### config.mk
export PLATFORM = sky130hd
export DESIGN_NAME = scp_client_port
export DESIGN_NICKNAME = d
export VERILOG_FILES = /design/src/shared/scp_pkg.sv /design/src/rtl/scp_client_port.sv
export VERILOG_INCLUDE_DIRS = /design/src /design/src/shared
export SDC_FILE = /design/constraint.sdc
export NUM_CORES = 1
export LEC_CHECK = 0
export BUFFER_PORTS_ARGS = -buffer_cell sky130_fd_sc_hd__buf_2
export CORE_ASPECT_RATIO = 0.5
export CORE_MARGIN = 2
export CORE_UTILIZATION = 45
export CTS_CLUSTER_SIZE = 14
export DETAILED_ROUTE_END_ITERATION = 10
export HOLD_SLACK_MARGIN = 0.06
export MAX_ROUTING_LAYER = met4
export PLACE_DENSITY = 0.77
export SYNTH_ARGS = -nofsm -noshare
export SYNTH_HDL_FRONTEND = slang
export SYNTH_SLANG_ARGS = --single-unit
### constraint.sdc
create_clock -name ref_clk -period 1.7 [get_ports ref_clk]
set_input_delay 0.51 -clock ref_clk [delete_from_list [all_inputs] [get_ports ref_clk]]
set_output_delay 0.51 -clock ref_clk [all_outputs]
set_load 0.005 [all_outputs]
### src/shared/scp_regs.svh
// register offsets, field positions and reset values of the serial client port
// assumes word-aligned 32-bit AHB-Lite register access
`ifndef SCP_REGS_SVH
`define SCP_REGS_SVH

`define SCP_OFS_BUF 8'h00
`define SCP_OFS_CON1 8'h04
`define SCP_OFS_CON3 8'h08
`define SCP_OFS_STAT 8'h0C

`define SCP_CON1_COLLIDE 7
`define SCP_CON1_OVERRUN 6
`define SCP_CON1_EN 5
`define SCP_CON1_IDLE_POL 4
`define SCP_STAT_SAMPLE_PHASE 7
`define SCP_STAT_CKE 6
`define SCP_STAT_FULL 0
`define SCP_CON3_OVERWRITE 4

`define SCP_MODE_CLIENT_SEL 4'h4
`define SCP_MODE_CLIENT_NOSEL 4'h5
`define SCP_CON1_RST 8'h00
`define SCP_CON3_RST 8'h00
`define SCP_STAT_RST 8'h00
`define SCP_BITS_PER_BYTE 3'h7

`endif

### src/shared/scp_pkg.sv
// types of the serial client port
// assumes scp_regs.svh for numeric constants
package scp_pkg;
   typedef enum logic [1:0] {SCP_IDLE, SCP_SHIFT} scp_state_t;
endpackage : scp_pkg

### src/rtl/scp_client_port.sv
// serial client port: spi client shifter with ahb-lite register slave
// assumes serial pins are asynchronous to ref_clk and sampled through two flops
// Notes on behaviour
// - shift only on external clock edges; flag
// - clock idle polarity chooses edge meaning
// - shifter independent of core; flag after eight
// - daisy chain: resend received bits next burst
// - overwrite enable allows buffer write unread
// - mode 0100 selects client with select pin
// - select low: shift and drive data out
// - select high releases data out after synchronisation
// - select high or disable clears counter
// - select fall starts fresh aligned byte
// - host mode freezes during sleep
// - client interrupt after host finishes data
// - full byte: copy buffer, set full, flag
// - write during shift dropped, sets collision
// - msb first out, lsb end in
//
// Design decisions made here: the AHB-Lite interface to the registers and the register offsets.
`timescale 1ns/1ps
`include "scp_regs.svh"

// ----------------------------------------------------------------
// two-flop synchroniser for one asynchronous pin
// ----------------------------------------------------------------
module scp_sync2
   import scp_pkg::*;
#(
   parameter logic RESET_VALUE = 1'b0
) (
   input wire logic ref_clk,
   input wire logic nrst,
   input wire logic async_in,
   output logic sync_out
);
   logic first_q;
   logic second_q;

   // only the second flop is seen outside, so metastability stays inside
   always_ff @(posedge ref_clk) begin
      if (!nrst) begin
         first_q <= RESET_VALUE;
         second_q <= RESET_VALUE;
      end else begin
         first_q <= async_in;
         second_q <= first_q;
      end
   end
   assign sync_out = second_q;

endmodule : scp_sync2

module scp_client_port
   import scp_pkg::*;
(
   input wire logic ref_clk,
   input wire logic nrst,
   input wire logic hsel,
   input wire logic [31:0] haddr,
   input wire logic [1:0] htrans,
   input wire logic hwrite,
   input wire logic [2:0] hsize,
   input wire logic [31:0] hwdata,
   input wire logic hready,
   output logic [31:0] hrdata,
   output logic hreadyout,
   output logic hresp,
   input wire logic serial_clock_pin,
   input wire logic serial_data_in,
   input wire logic client_select_n,
   output logic serial_data_out,
   output logic serial_data_out_oe,
   output logic port_irq_flag
);

   // ----------------------------------------------------------------
   // pin synchronisers
   // ----------------------------------------------------------------
   // the link runs on the host's clock, so every pin is resynchronised here;
   // the link clock must stay high and low for at least three ref_clk cycles
   logic sck_sync;
   logic sdi_sync;
   logic sel_sync;
   logic sck_prev_q;

   scp_sync2 #(.RESET_VALUE(1'b0)) scp_sync2_sck_inst (
      .ref_clk(ref_clk),
      .nrst(nrst),
      .async_in(serial_clock_pin),
      .sync_out(sck_sync)
   );

   scp_sync2 #(.RESET_VALUE(1'b0)) scp_sync2_sdi_inst (
      .ref_clk(ref_clk),
      .nrst(nrst),
      .async_in(serial_data_in),
      .sync_out(sdi_sync)
   );

   // select resets deasserted, so no false frame start follows reset
   scp_sync2 #(.RESET_VALUE(1'b1)) scp_sync2_sel_inst (
      .ref_clk(ref_clk),
      .nrst(nrst),
      .async_in(client_select_n),
      .sync_out(sel_sync)
   );

   // previous synchronised clock level, for edge detection
   always_ff @(posedge ref_clk) begin
      if (!nrst) begin
         sck_prev_q <= 1'b0;
      end else begin
         sck_prev_q <= sck_sync;
      end
   end

   // ----------------------------------------------------------------
   // registers
   // ----------------------------------------------------------------
   logic [7:0] con1_q;
   logic [7:0] con3_q;
   logic [1:0] stat_hi_q;
   logic [7:0] buf_q;
   logic buf_full_q;
   logic irq_q;
   logic [7:0] sr_q;
   logic [2:0] cnt_q;
   scp_state_t state_q;

   logic port_en;
   logic idle_pol;
   logic cke;
   logic sel_mode;
   logic client_mode;
   logic sel_high;
   logic hold_reset;
   logic sck_now;
   logic lead_edge;
   logic trail_edge;
   logic sample_edge;
   logic shift_edge;
   logic byte_done;

   assign port_en = con1_q[`SCP_CON1_EN];
   assign idle_pol = con1_q[`SCP_CON1_IDLE_POL];
   assign cke = stat_hi_q[0];
   assign sel_mode = con1_q[3:0] == `SCP_MODE_CLIENT_SEL;
   assign client_mode = sel_mode || (con1_q[3:0] == `SCP_MODE_CLIENT_NOSEL);
   assign sel_high = sel_mode && sel_sync;
   // host modes have no rate generator here: the engine stays parked and
   // nothing shifts, so no host transfer can advance while the core sleeps
   assign hold_reset = !port_en || !client_mode || sel_high;
   // clock level relative to idle: leaving idle is the leading edge
   assign sck_now = sck_sync ^ idle_pol;
   assign lead_edge = sck_now && !(sck_prev_q ^ idle_pol);
   assign trail_edge = !sck_now && (sck_prev_q ^ idle_pol);
   // cke=1: output on active-to-idle, sample on idle-to-active
   assign sample_edge = cke ? lead_edge : trail_edge;
   assign shift_edge = cke ? trail_edge : lead_edge;
   assign byte_done = sample_edge && !hold_reset && (cnt_q == `SCP_BITS_PER_BYTE);

   // ----------------------------------------------------------------
   // ahb-lite slave
   // ----------------------------------------------------------------
   logic wr_pend_q;
   logic rd_pend_q;
   logic [7:0] addr_q;
   logic [31:0] rdata_q;
   logic addr_phase;
   logic buf_wr;
   logic buf_rd;
   logic busy;

   // zero wait states: every transfer completes in its data phase
   assign addr_phase = hsel && hready && htrans[1];
   assign hreadyout = 1'b1;
   assign hresp = 1'b0;
   assign hrdata = rdata_q;
   assign buf_wr = wr_pend_q && (addr_q == `SCP_OFS_BUF);
   assign buf_rd = addr_phase && !hwrite && (haddr[7:0] == `SCP_OFS_BUF);
   assign busy = state_q == SCP_SHIFT;

   always_ff @(posedge ref_clk) begin
      if (!nrst) begin
         wr_pend_q <= 1'b0;
         rd_pend_q <= 1'b0;
         addr_q <= 8'h00;
      end else begin
         wr_pend_q <= addr_phase && hwrite;
         rd_pend_q <= addr_phase && !hwrite;
         addr_q <= addr_phase ? {haddr[7:2], 2'h0} : addr_q;
      end
   end

   // read data is registered at the address phase, valid in the data phase
   always_ff @(posedge ref_clk) begin
      if (!nrst) begin
         rdata_q <= 32'h0000_0000;
      end else if (addr_phase && !hwrite) begin
         case ({haddr[7:2], 2'h0})
            `SCP_OFS_BUF: rdata_q <= {24'h00_0000, buf_q};
            `SCP_OFS_CON1: rdata_q <= {24'h00_0000, con1_q};
            `SCP_OFS_CON3: rdata_q <= {24'h00_0000, con3_q};
            `SCP_OFS_STAT: rdata_q <= {24'h00_0000, stat_hi_q, 5'h00, buf_full_q};
            default: rdata_q <= 32'h0000_0000;
         endcase
      end
   end

   // a buffer write is taken unless shifting is under way, collision pends, or the buffer is full with overwrite off
   logic wr_ok;
   // a refused write never reaches the shifter, so a frame in flight is safe
   assign wr_ok = !busy && !con1_q[`SCP_CON1_COLLIDE] &&
                  (!buf_full_q || con3_q[`SCP_CON3_OVERWRITE]);

   always_ff @(posedge ref_clk) begin
      if (!nrst) begin
         con1_q <= `SCP_CON1_RST;
      end else begin
         if (wr_pend_q && addr_q == `SCP_OFS_CON1) begin
            con1_q <= hwdata[7:0];
         end
         // hardware set wins over a simultaneous software clear
         if (buf_wr && !wr_ok && busy) begin
            con1_q[`SCP_CON1_COLLIDE] <= 1'b1;
         end
         // a byte landing on an unread buffer marks an overrun unless overwrite is enabled
         if (byte_done && buf_full_q && !con3_q[`SCP_CON3_OVERWRITE]) begin
            con1_q[`SCP_CON1_OVERRUN] <= 1'b1;
         end
      end
   end

   always_ff @(posedge ref_clk) begin
      if (!nrst) begin
         con3_q <= `SCP_CON3_RST;
         stat_hi_q <= 2'h0;
      end else if (wr_pend_q) begin
         if (addr_q == `SCP_OFS_CON3) begin
            con3_q <= hwdata[7:0];
         end
         if (addr_q == `SCP_OFS_STAT) begin
            stat_hi_q <= hwdata[7:6];
         end
      end
   end

   // ----------------------------------------------------------------
   // shift engine
   // ----------------------------------------------------------------
   always_ff @(posedge ref_clk) begin
      if (!nrst) begin
         cnt_q <= 3'h0;
         state_q <= SCP_IDLE;
      end else if (hold_reset) begin
         cnt_q <= 3'h0;
         state_q <= SCP_IDLE;
      end else if (sample_edge) begin
         cnt_q <= cnt_q + 3'h1; // wraps to zero after eight bits
         case (state_q)
            SCP_IDLE: state_q <= byte_done ? SCP_IDLE : SCP_SHIFT;
            SCP_SHIFT: state_q <= byte_done ? SCP_IDLE : SCP_SHIFT;
            default: state_q <= SCP_IDLE;
         endcase
      end
   end

   // received bit enters at lsb; the byte sent next is what came in
   always_ff @(posedge ref_clk) begin
      if (!nrst) begin
         sr_q <= 8'h00;
      end else if (buf_wr && wr_ok) begin
         sr_q <= hwdata[7:0];
      end else if (sample_edge && !hold_reset) begin
         sr_q <= {sr_q[6:0], sdi_sync};
      end
   end

   // output bit: msb presented, advanced on the shift edge
   logic sdo_q;
   always_ff @(posedge ref_clk) begin
      if (!nrst) begin
         sdo_q <= 1'b0;
      end else if (buf_wr && wr_ok) begin
         sdo_q <= hwdata[7];
      end else if (hold_reset) begin
         sdo_q <= sr_q[7];
      end else if (shift_edge || (cke == 1'b0 && sample_edge && cnt_q == 3'h0)) begin
         sdo_q <= sr_q[7];
      end
   end
   assign serial_data_out = sdo_q;
   // select mode: drive only while selected; mode 0101: whenever enabled
   // release follows the synchronised select, one to two cycles late
   assign serial_data_out_oe = port_en && client_mode &&
                               !(sel_mode && sel_sync);

   // ----------------------------------------------------------------
   // receive buffer and flags
   // ----------------------------------------------------------------
   always_ff @(posedge ref_clk) begin
      if (!nrst) begin
         buf_q <= 8'h00;
      end else if (byte_done) begin
         // the last bit is taken straight from the pin path, not the shifter
         buf_q <= {sr_q[6:0], sdi_sync};
      end else if (buf_wr && wr_ok) begin
         buf_q <= hwdata[7:0];
      end
   end

   // full flag: a new byte wins over a read of the buffer in the same cycle
   always_ff @(posedge ref_clk) begin
      if (!nrst) begin
         buf_full_q <= 1'b0;
      end else if (byte_done) begin
         buf_full_q <= 1'b1;
      end else if (buf_rd) begin
         buf_full_q <= 1'b0;
      end
   end

   // port flag: set per byte, cleared by writing 1 to status bit 1
   logic irq_clr;
   assign irq_clr = wr_pend_q && addr_q == `SCP_OFS_STAT && hwdata[1];
   always_ff @(posedge ref_clk) begin
      if (!nrst) begin
         irq_q <= 1'b0;
      end else if (byte_done) begin
         irq_q <= 1'b1;
      end else if (irq_clr) begin
         irq_q <= 1'b0;
      end
   end
   assign port_irq_flag = irq_q;

endmodule : scp_client_port

**Word-level counts from Yosys, hierarchy flattened**

Cells that the tools add are included.

- Register bits after elaboration: 88
- Word-level logic and storage cells: 114

- $add $sub $neg: 1
- Equal/unequal tests: 10
- Mux-type cells: 19
- Bitwise logic cells: 4
- Reductions and logical operators: 58

Operators by type and width:

| cell | count |
|---|---|
| $mux W8 | 5 |
| $pmux W8 S4 | 1 |
| $logic_and A1 B1 Y1 | 25 |
| $eq A6 B2 Y1 const B | 4 |
| $logic_not A8 Y1 | 2 |
| $mux W1 | 13 |
| $eq A6 B1 Y1 const B | 2 |
| $logic_not A1 Y1 | 12 |
| $reduce_bool A2 Y1 | 6 |
| $eq A4 B3 Y1 const B | 2 |
| $logic_not A6 Y1 | 1 |
| $logic_or A1 B1 Y1 | 5 |
| $reduce_and A2 Y1 | 2 |
| $reduce_or A2 Y1 | 2 |
| $add A3 B1 Y3 const B | 1 |
| $eq A3 B3 Y1 const B | 1 |
| $logic_not A3 Y1 | 1 |
| $reduce_bool A3 Y1 | 1 |
| $eq A2 B1 Y1 const B | 1 |
| $logic_not A2 Y1 | 1 |
| $not A1 Y1 | 2 |
| $xor A1 B1 Y1 | 2 |

**Depth between registers and ports, before layout**

Gate-level depths: netlist (run 1).

- Depth after elaboration: 11
- Depth in mapped cells: 7

**Cells and area by module**

Synthesis (run 1) repeated with hierarchy kept, for this count alone.

- Cells, all modules: 333
- Area, all modules: 3104.2 um^2

By module, submodules not included:

| module | times used | cells an instance | area an instance (um^2) | seq. area each (um^2) |
|---|---|---|---|---|
| scp_client_port | 1 | 321 | 2946.6 | 1141.1 |
| scp_sync2 | 3 | 4 | 52.6 | 40.0 |

**Worst setup path after synthesis (run 1)**

OpenSTA, ideal clock, no wires.

- Path kind: input to register
- From: input port haddr[3]
- To: register rdata_q[0] (netlist: hrdata[0])
- Arrival time: 1.630 ns
- Slack: -0.049 ns
- Stages on the path: 4
- Cells stage by stage: buf_1 > mux4_2 > a22oi_1 > nor2b_1

- Longest elaborated chain between the ends: 2

RTL lines:

| element | line | RTL |
|---|---|---|
| start: declaration | scp_client_port.sv:60 | `input wire logic [31:0] haddr,` |
| $eq A6 B2 Y1 (tied with other cells) | scp_client_port.sv:201 | `case ({haddr[7:2], 2'h0})` |
| $pmux W8 S4 (*) | scp_client_port.sv:201 |  |
| end signal: assignment | scp_client_port.sv:202 | `` `SCP_OFS_BUF: rdata_q <= {24'h00_0000, buf_q}; `` |
| end signal: assignment | scp_client_port.sv:203 | `` `SCP_OFS_CON1: rdata_q <= {24'h00_0000, con1_q}; `` |
| end signal: assignment | scp_client_port.sv:204 | `` `SCP_OFS_CON3: rdata_q <= {24'h00_0000, con3_q}; `` |
| end: declaration | scp_client_port.sv:169 | `logic [31:0] rdata_q;` |

Every way passes the cells marked *; elsewhere a longest branch is shown, timed or not.
A chain may end at the register's enable or synchronous reset.

**Worst setup path in the final report (run 1)**

- From: register con1_q[1]
- To: output port serial_data_out_oe

- Longest elaborated chain between the ends: 4

RTL lines:

| element | line | RTL |
|---|---|---|
| start: declaration | scp_client_port.sv:121 | `logic [7:0] con1_q;` |
| start signal: assignment | scp_client_port.sv:219 | `` con1_q <= `SCP_CON1_RST; `` |
| start signal: assignment | scp_client_port.sv:222 | `con1_q <= hwdata[7:0];` |
| $eq A4 B3 Y1 (no source line) | -- |  |
| $logic_or A1 B1 Y1 / $logic_and A1 B1 Y1 (equally long branches) | scp_client_port.sv:149, scp_client_port.sv:297 |  |
| $logic_and A1 B1 Y1 / $logic_not A1 Y1 (equally long branches) | scp_client_port.sv:296, scp_client_port.sv:297 |  |
| $logic_and A1 B1 Y1 (*) | scp_client_port.sv:296 | `assign serial_data_out_oe = port_en && client_mode &&` |
| end: declaration | scp_client_port.sv:73 | `output logic serial_data_out_oe,` |

Marks and branches as above.

==> results of run 1 <==
-- cell usage after synthesis, types with 2 or more instances --
cell type	n
nand3_1	24
nand2_1	12
nand2b_1	3
inv_1	6
a21boi_1	4
buf_1	2
a22oi_1	8
buf_4	26
or4_1	4
o31ai_1	18
conb_1	2
buf_2	7
o21ai_0	14
a21oi_1	3
a31oi_1	17
nor2_1	6
ha_1	3
dfxtp_1	63
o21ai_1	5
mux2i_1	23
nor2b_1	33
o2bb2ai_1	5
mux4_2	3
and2_1	6
a21boi_0	4
clkbuf_1	11
-- power breakdown --
part | internal [mW] | switching (mW) | total [mW] | leakage (nW)
clock | 0.963 | 0.591 | 1.55 | 0.122
sequential | 1.50 | 0.0121 | 1.51 | 0.511
combinational | 0.0918 | 0.121 | 0.213 | 0.864
-- kinds of logic (layout without fill, tap and decap cells) --
logic type | after synthesis | after routing | synth area share (%)
AO/OA/AOI/OAI | 80 | 80 | 17.2
XOR/XNOR | 1 | 1 | 0.524
adder cells (fa/ha/maj) | 3 | 3 | 1.21
buffers and inverters | 53 | 92 | 9.83
flip-flops | 63 | 63 | 40.6
multiplexers | 28 | 28 | 10.7
other | 2 | 26 | 0.242
AND/OR/NAND/NOR | 103 | 103 | 19.7
-- per-layer routing --
metal  vias to the layer above  part of all wire [%]  global-route usage, %
met5                         -                     0                      -
li1                       1275                     -                      -
met4                         0                   1.1                   4.31
met2                       109                    45                   30.1
met3                        13                   5.8                   4.93
met1                      1172                    48                   25.7
-- cell type report --
type,count,area share (%)
multi-input cells,241,43.8
flip-flops and latches,63,33.1
repair buffers,71,12.8
clock buffers,12,6.20
well taps,92,3.02
inverters,7,0.754
clock inverters,2,0.262
-- timing repair --
action / in CTS / in global routing
buffers inserted: 3 / 1
pin swaps: 3 / 0
resized for setup: 5 / 7
endpoints found under the setup margin: 2 / 11
-- final timing paths --
kind,cells after the start,slack [ns],to,startpoint
setup / recovery,4,-0.1,serial_data_out_oe,con1_q[1]$_SDFFE_PN0P_
hold / removal,2,0.36,scp_sync2_sel_inst.first_q$_SDFF_PN1_,client_select_n
setup reg to reg,5,-0.02,serial_data_out$_SDFFE_PN0P_,con1_q[1]$_SDFFE_PN0P_
hold reg to reg,1,0.40,scp_sync2_sel_inst.sync_out$_SDFF_PN1_,scp_sync2_sel_inst.first_q$_SDFF_PN1_
-- metrics by stage --
stage	instances	hold slack (ns)
after floorplan	357	0.386
after detailed placement	470	0.392
after global placement	470	0.391
after global routing	488	0.358
after CTS	487	0.353
final	488	0.361
-- cells in the final DEF, fill, tap and decap left out, drive strengths merged, types with 2 or more instances in the layout --
| cell | count |
|---|---|
| a21boi | 8 |
| a21oi | 3 |
| a22oi | 8 |
| a31oi | 17 |
| and2 | 6 |
| buf | 71 |
| clkbuf | 12 |
| clkinv | 2 |
| conb | 26 |
| dfxtp | 63 |
| ha | 3 |
| inv | 7 |
| mux2i | 24 |
| mux4 | 3 |
| nand2 | 13 |
| nand2b | 3 |
| nand3 | 24 |
| nor2 | 6 |
| nor2b | 33 |
| nor3 | 2 |
| nor4 | 2 |
| o21ai | 19 |
| o2bb2ai | 5 |
| o31ai | 18 |
| or3b | 2 |
| or4 | 4 |
-- state kept, by name, indices dropped and copies added (netlist names), 2 cells and up --
name	flops
con3_q	8
addr_q	6
hrdata	8
buf_q	8
stat_hi_q	2
cnt_q	3
sr_q	8
con1_q	8
==> results.toml, run 1 <==
[run_status]
status = "finished with violations"
violations = "negative setup slack"

[die]
fp.coreArea_mm2 = 0.00667
ioPinCount = 114
die_area_mm2 = 0.00762
die_x_um = 121
chipHeight_um = 62.7
row_count = 21
floorplan.initialDensity_pct = 46.5

[clocking]
cts.sinks = 63
path_clk_slew_ns = 0.05
clock_latency_ns = 0.33
holdBufCountCts = 0
cts_tree = "built"
htree_levels = 3
clock-root-buffer = "clkbuf_16"
cts_made_buffers = 9
clockBufferDepth = 2

[worst_setup_path]
cp.arrival_ns = 1.29
cp_top_family = "simple AND/OR/NAND/NOR gates"
cpPeakStageDelay_ns = 0.33
cp-end-kind = "output port"
cp-start-kind = "flip-flop"
critPathKind = "reg2out"
worst-path-buf-inv = 2
cp_max_fo = 2
cp.required_ns = 1.19
crit_path_cell_trace = "nand4bb_4 -> or2_4 -> inv_4 -> buf_6"
cpMaxStageDelayCell = "dfxtp_2"

[logic_synthesis]
netlist_area_mm2 = 0.00310
syn_inst = 333
yosys.area.top_type_share_pct = 40.6
ys.flop_type = "dfxtp_1"
synth_area_leaders = "dfxtp_1, mux2i_1, nor2b_1"
yosysSeqAreaShare_pct = 40.6
ys_ff_latch = 63
ys_types = 47
yosys.area.top_type = "dfxtp_1"
ys_warn_count = 0
async_flop_share_pct = 0
synth_enable_flop_cells = 0
synth.avg_cell_area_um2 = 9.32

[sta]
setup_viol = 2
min_period_over_period_pct = 106
finalWorstSetupSlack_ns = -0.0977
timing.setup.tns_ns = -0.113
final_max_slew_viol_count = 0
max_freq_mhz = 556
rsz0062_at_grt = "true"
hold_violations = 0
fin_crit_ns = 1.80
fin_worst_skew_ns = 0.00605

[job]
drv_cap = 0

[place]
dp_hpwl_mm = 5.01
gp_congestion = 0.837
pre_cts_ws_ns = -0.0341
port_buffers = 35
place_area_mm2 = 0.00348

[drt]
drc_errors = 0
routed_wl_mm = 7.23
routed_via_density = 5.26
num_vias = 2569
routedWlPerCell_um = 14.8
drtAntennaViolNets = 0
drt_iter0_markers = 228
dr.pass1.iters = 5

[finish]
fin_area_mm2 = 0.00382
nFillCells = 559
drive_above_1_share_pct = 26.3
nets = 473
multi_input_area_mm2 = 0.00167
final_util_pct = 57.2
antennaDiodeCount = 0
area_delta_synth_final_pct = 22.9
regArea_mm2 = 0.00126

[power_and_ir_drop]
powerDensity_mw_per_mm2 = 859
leakage_nw = 1.50
p_total_mw = 3.28
ir_drop_v = 0.000449

[global_routing]
overflow = 0
grt_antenna_before_repair = 0
grt_pass1_wl_mm = 11.3
grt_pass1_vias = 2304
track_usage_pct = 19.4
grt_start_max_net_pins = 26

[min_path]
min_path_type = "in2reg"
No activity file was read; power rests on OpenSTA's default activity.
==> inputs of run 2 (changes only) <==
Settings changed: CORE_UTILIZATION 45 to 49, PLACE_DENSITY 0.77 to 0.79.
Clock period 1.7 ns to 2.05 ns, I/O delays scaled along.
==> run 2 against run 1 <==
Effect of this change:
- the flow now finishes without violations
- non-clock buffer count fell by 20
- clock power fell by 6%
- sequential share of layout area rose by 1.7 points
- critical path type unchanged
- largest cell class unchanged
- largest power group unchanged
==> results.toml, run 2 (synthesis results as in run 1) <==
[global_routing]
grt_pass1_vias = 2398
grt_start_max_net_pins = 25
grt_antenna_before_repair = 0
overflow = 0
track_usage_pct = 23.2
grt_pass1_wl_mm = 11.9

[worst_setup_path]
cp_max_fo = 3
cpMaxStageDelayCell = "dfxtp_1"
critPathKind = "reg2out"
cp.arrival_ns = 1.37
r2r_cells = 4
crit_path_cell_trace = "nand4bb_4 -> or2_4 -> inv_2 -> buf_2"
cp.required_ns = 1.43
worst-path-buf-inv = 2
cp.depth = 4
cp-start-kind = "flip-flop"
cpPeakStageDelay_ns = 0.33
cp-end-kind = "output port"
cp_top_family = "simple AND/OR/NAND/NOR gates"

[drt]
dr.pass1.iters = 5
drtAntennaViolNets = 0
drc_errors = 0
num_vias = 2641
routedWlPerCell_um = 16.3
drt_iter0_markers = 271
routed_via_density = 5.69
routed_wl_mm = 7.57

[sta]
setup_viol = 0
hold_violations = 0
final_max_slew_viol_count = 0
worstMarginPinSlew_ns = 0.557
timing.setup.tns_ns = 0
min_period_over_period_pct = 96.7
fin_worst_skew_ns = 0.00749
max_freq_mhz = 504
maxSlewHeadroom_pct = 62.1
fin_crit_ns = 1.98
rsz0062_at_grt = "false"

[clocking]
path_clk_slew_ns = 0.05
cts.sinks = 63
clock-root-buffer = "clkbuf_16"
cts_tree = "built"
cts_made_buffers = 9
htree_levels = 3
clock_latency_ns = 0.33
clockBufferDepth = 2
holdBufCountCts = 0

[power_and_ir_drop]
leakage_nw = 1.38
internal_power_mw = 2.27
switching_share_pct = 21.1
combPwrFrac_pct = 5.8
pwr-share-clk_pct = 50.6
ir_drop_v = 0.000348
seqPwrFrac_pct = 43.5
powerDensity_mw_per_mm2 = 795
power.switching_uw = 608

[finish]
antennaDiodeCount = 0
drive_above_1_share_pct = 20.2
final_util_pct = 59.3
final_common_cell = "dfxtp_1"
nets = 453
area_delta_synth_final_pct = 16.6
layout.cells.most_common_list = "dfxtp_1, buf_2, nor2b_1"

[min_path]
min_path_type = "reg2reg"
min_path_cells = 1

[die]
chipHeight_um = 60.3
floorplan.initialDensity_pct = 50.8
die_area_mm2 = 0.00703
die_x_um = 117
row_count = 20
ioPinCount = 114
fp.coreArea_mm2 = 0.00611

[place]
gp_congestion = 0.877
dp_hpwl_mm = 5.26
port_buffers = 35

[job]
drv_cap = 0

[run_status]
status = "completed"
-- run 2: cell count changes in the layout (fill, tap and decap cells not counted), moves of 2 or more --
cell / delta
buf_4: -17
clkinv_2: -2
dfxtp_1: +2
o31ai_1: +2
buf_12: -3
dfxtp_2: -2
o31ai_2: -2
-- run 2: through the flow --
stage | std cells | total power, mW | worst slack [ns] | hold WS, ns | area (um2)
after detailed placement | 449 | 1.44 | 0.206 | 0.392 | 3310
after global placement | 449 | 1.43 | 0.238 | 0.399 | 3310
after floorplan | 357 | 1.41 | 0.196 | 0.386 | 3190
after CTS | 464 | 2.88 | 0.0355 | 0.402 | 3600
final | 464 | 2.88 | 0.0671 | 0.400 | 3620
after global routing | 464 | 2.96 | 0.0315 | 0.439 | 3620
-- run 2: final timing paths --
| check | start | end | slack, ns |
|---|---|---|---|
| hold / removal | scp_sync2_sel_inst.first_q$_SDFF_PN1_ | scp_sync2_sel_inst.sync_out$_SDFF_PN1_ | 0.40 |
| setup / recovery | con1_q[3]$_SDFFE_PN0P_ | serial_data_out_oe | 0.07 |
| setup reg to reg | stat_hi_q[0]$_SDFFE_PN0N_ | sr_q[4]$_SDFFE_PN0P_ | 0.19 |
| hold reg to reg | scp_sync2_sel_inst.first_q$_SDFF_PN1_ | scp_sync2_sel_inst.sync_out$_SDFF_PN1_ | 0.40 |
-- run 2: final cells by class --
cell class              instances  area (um2)
repair buffers                 51         295
multi-input cells             241        1650
clock inverters                 1        30.0
clock buffers                  13         250
flip-flops and latches         63        1260
well taps                      88         110
fillers                       502        2490
inverters                       7        26.3
-- run 2: repair_timing --
item	in CTS	in global routing
setup buffers	1	0
setup endpoints to repair	1	1
resized for setup	1	1
hold endpoints to repair	0	0
pin swaps	1	0
-- run 2: routing by layer --
metal / vias up / global-route usage [%] / wire, um
met3: 11 / 6.59 / 642
met5: - / - / 0
met2: 146 / 36.6 / 3510
met1: 1254 / 29.4 / 3320
li1: 1230 / - / -
met4: 0 / 6.55 / 87
-- run 2: power by group through the flow --
stage	Sequential (mW)	Combinational, mW	Clock [mW]
floorplan	1.27	0.136	0
global placement	1.28	0.156	0
detailed placement	1.28	0.162	0
CTS	1.25	0.164	1.46
global route	1.25	0.183	1.52
finish	1.25	0.168	1.46
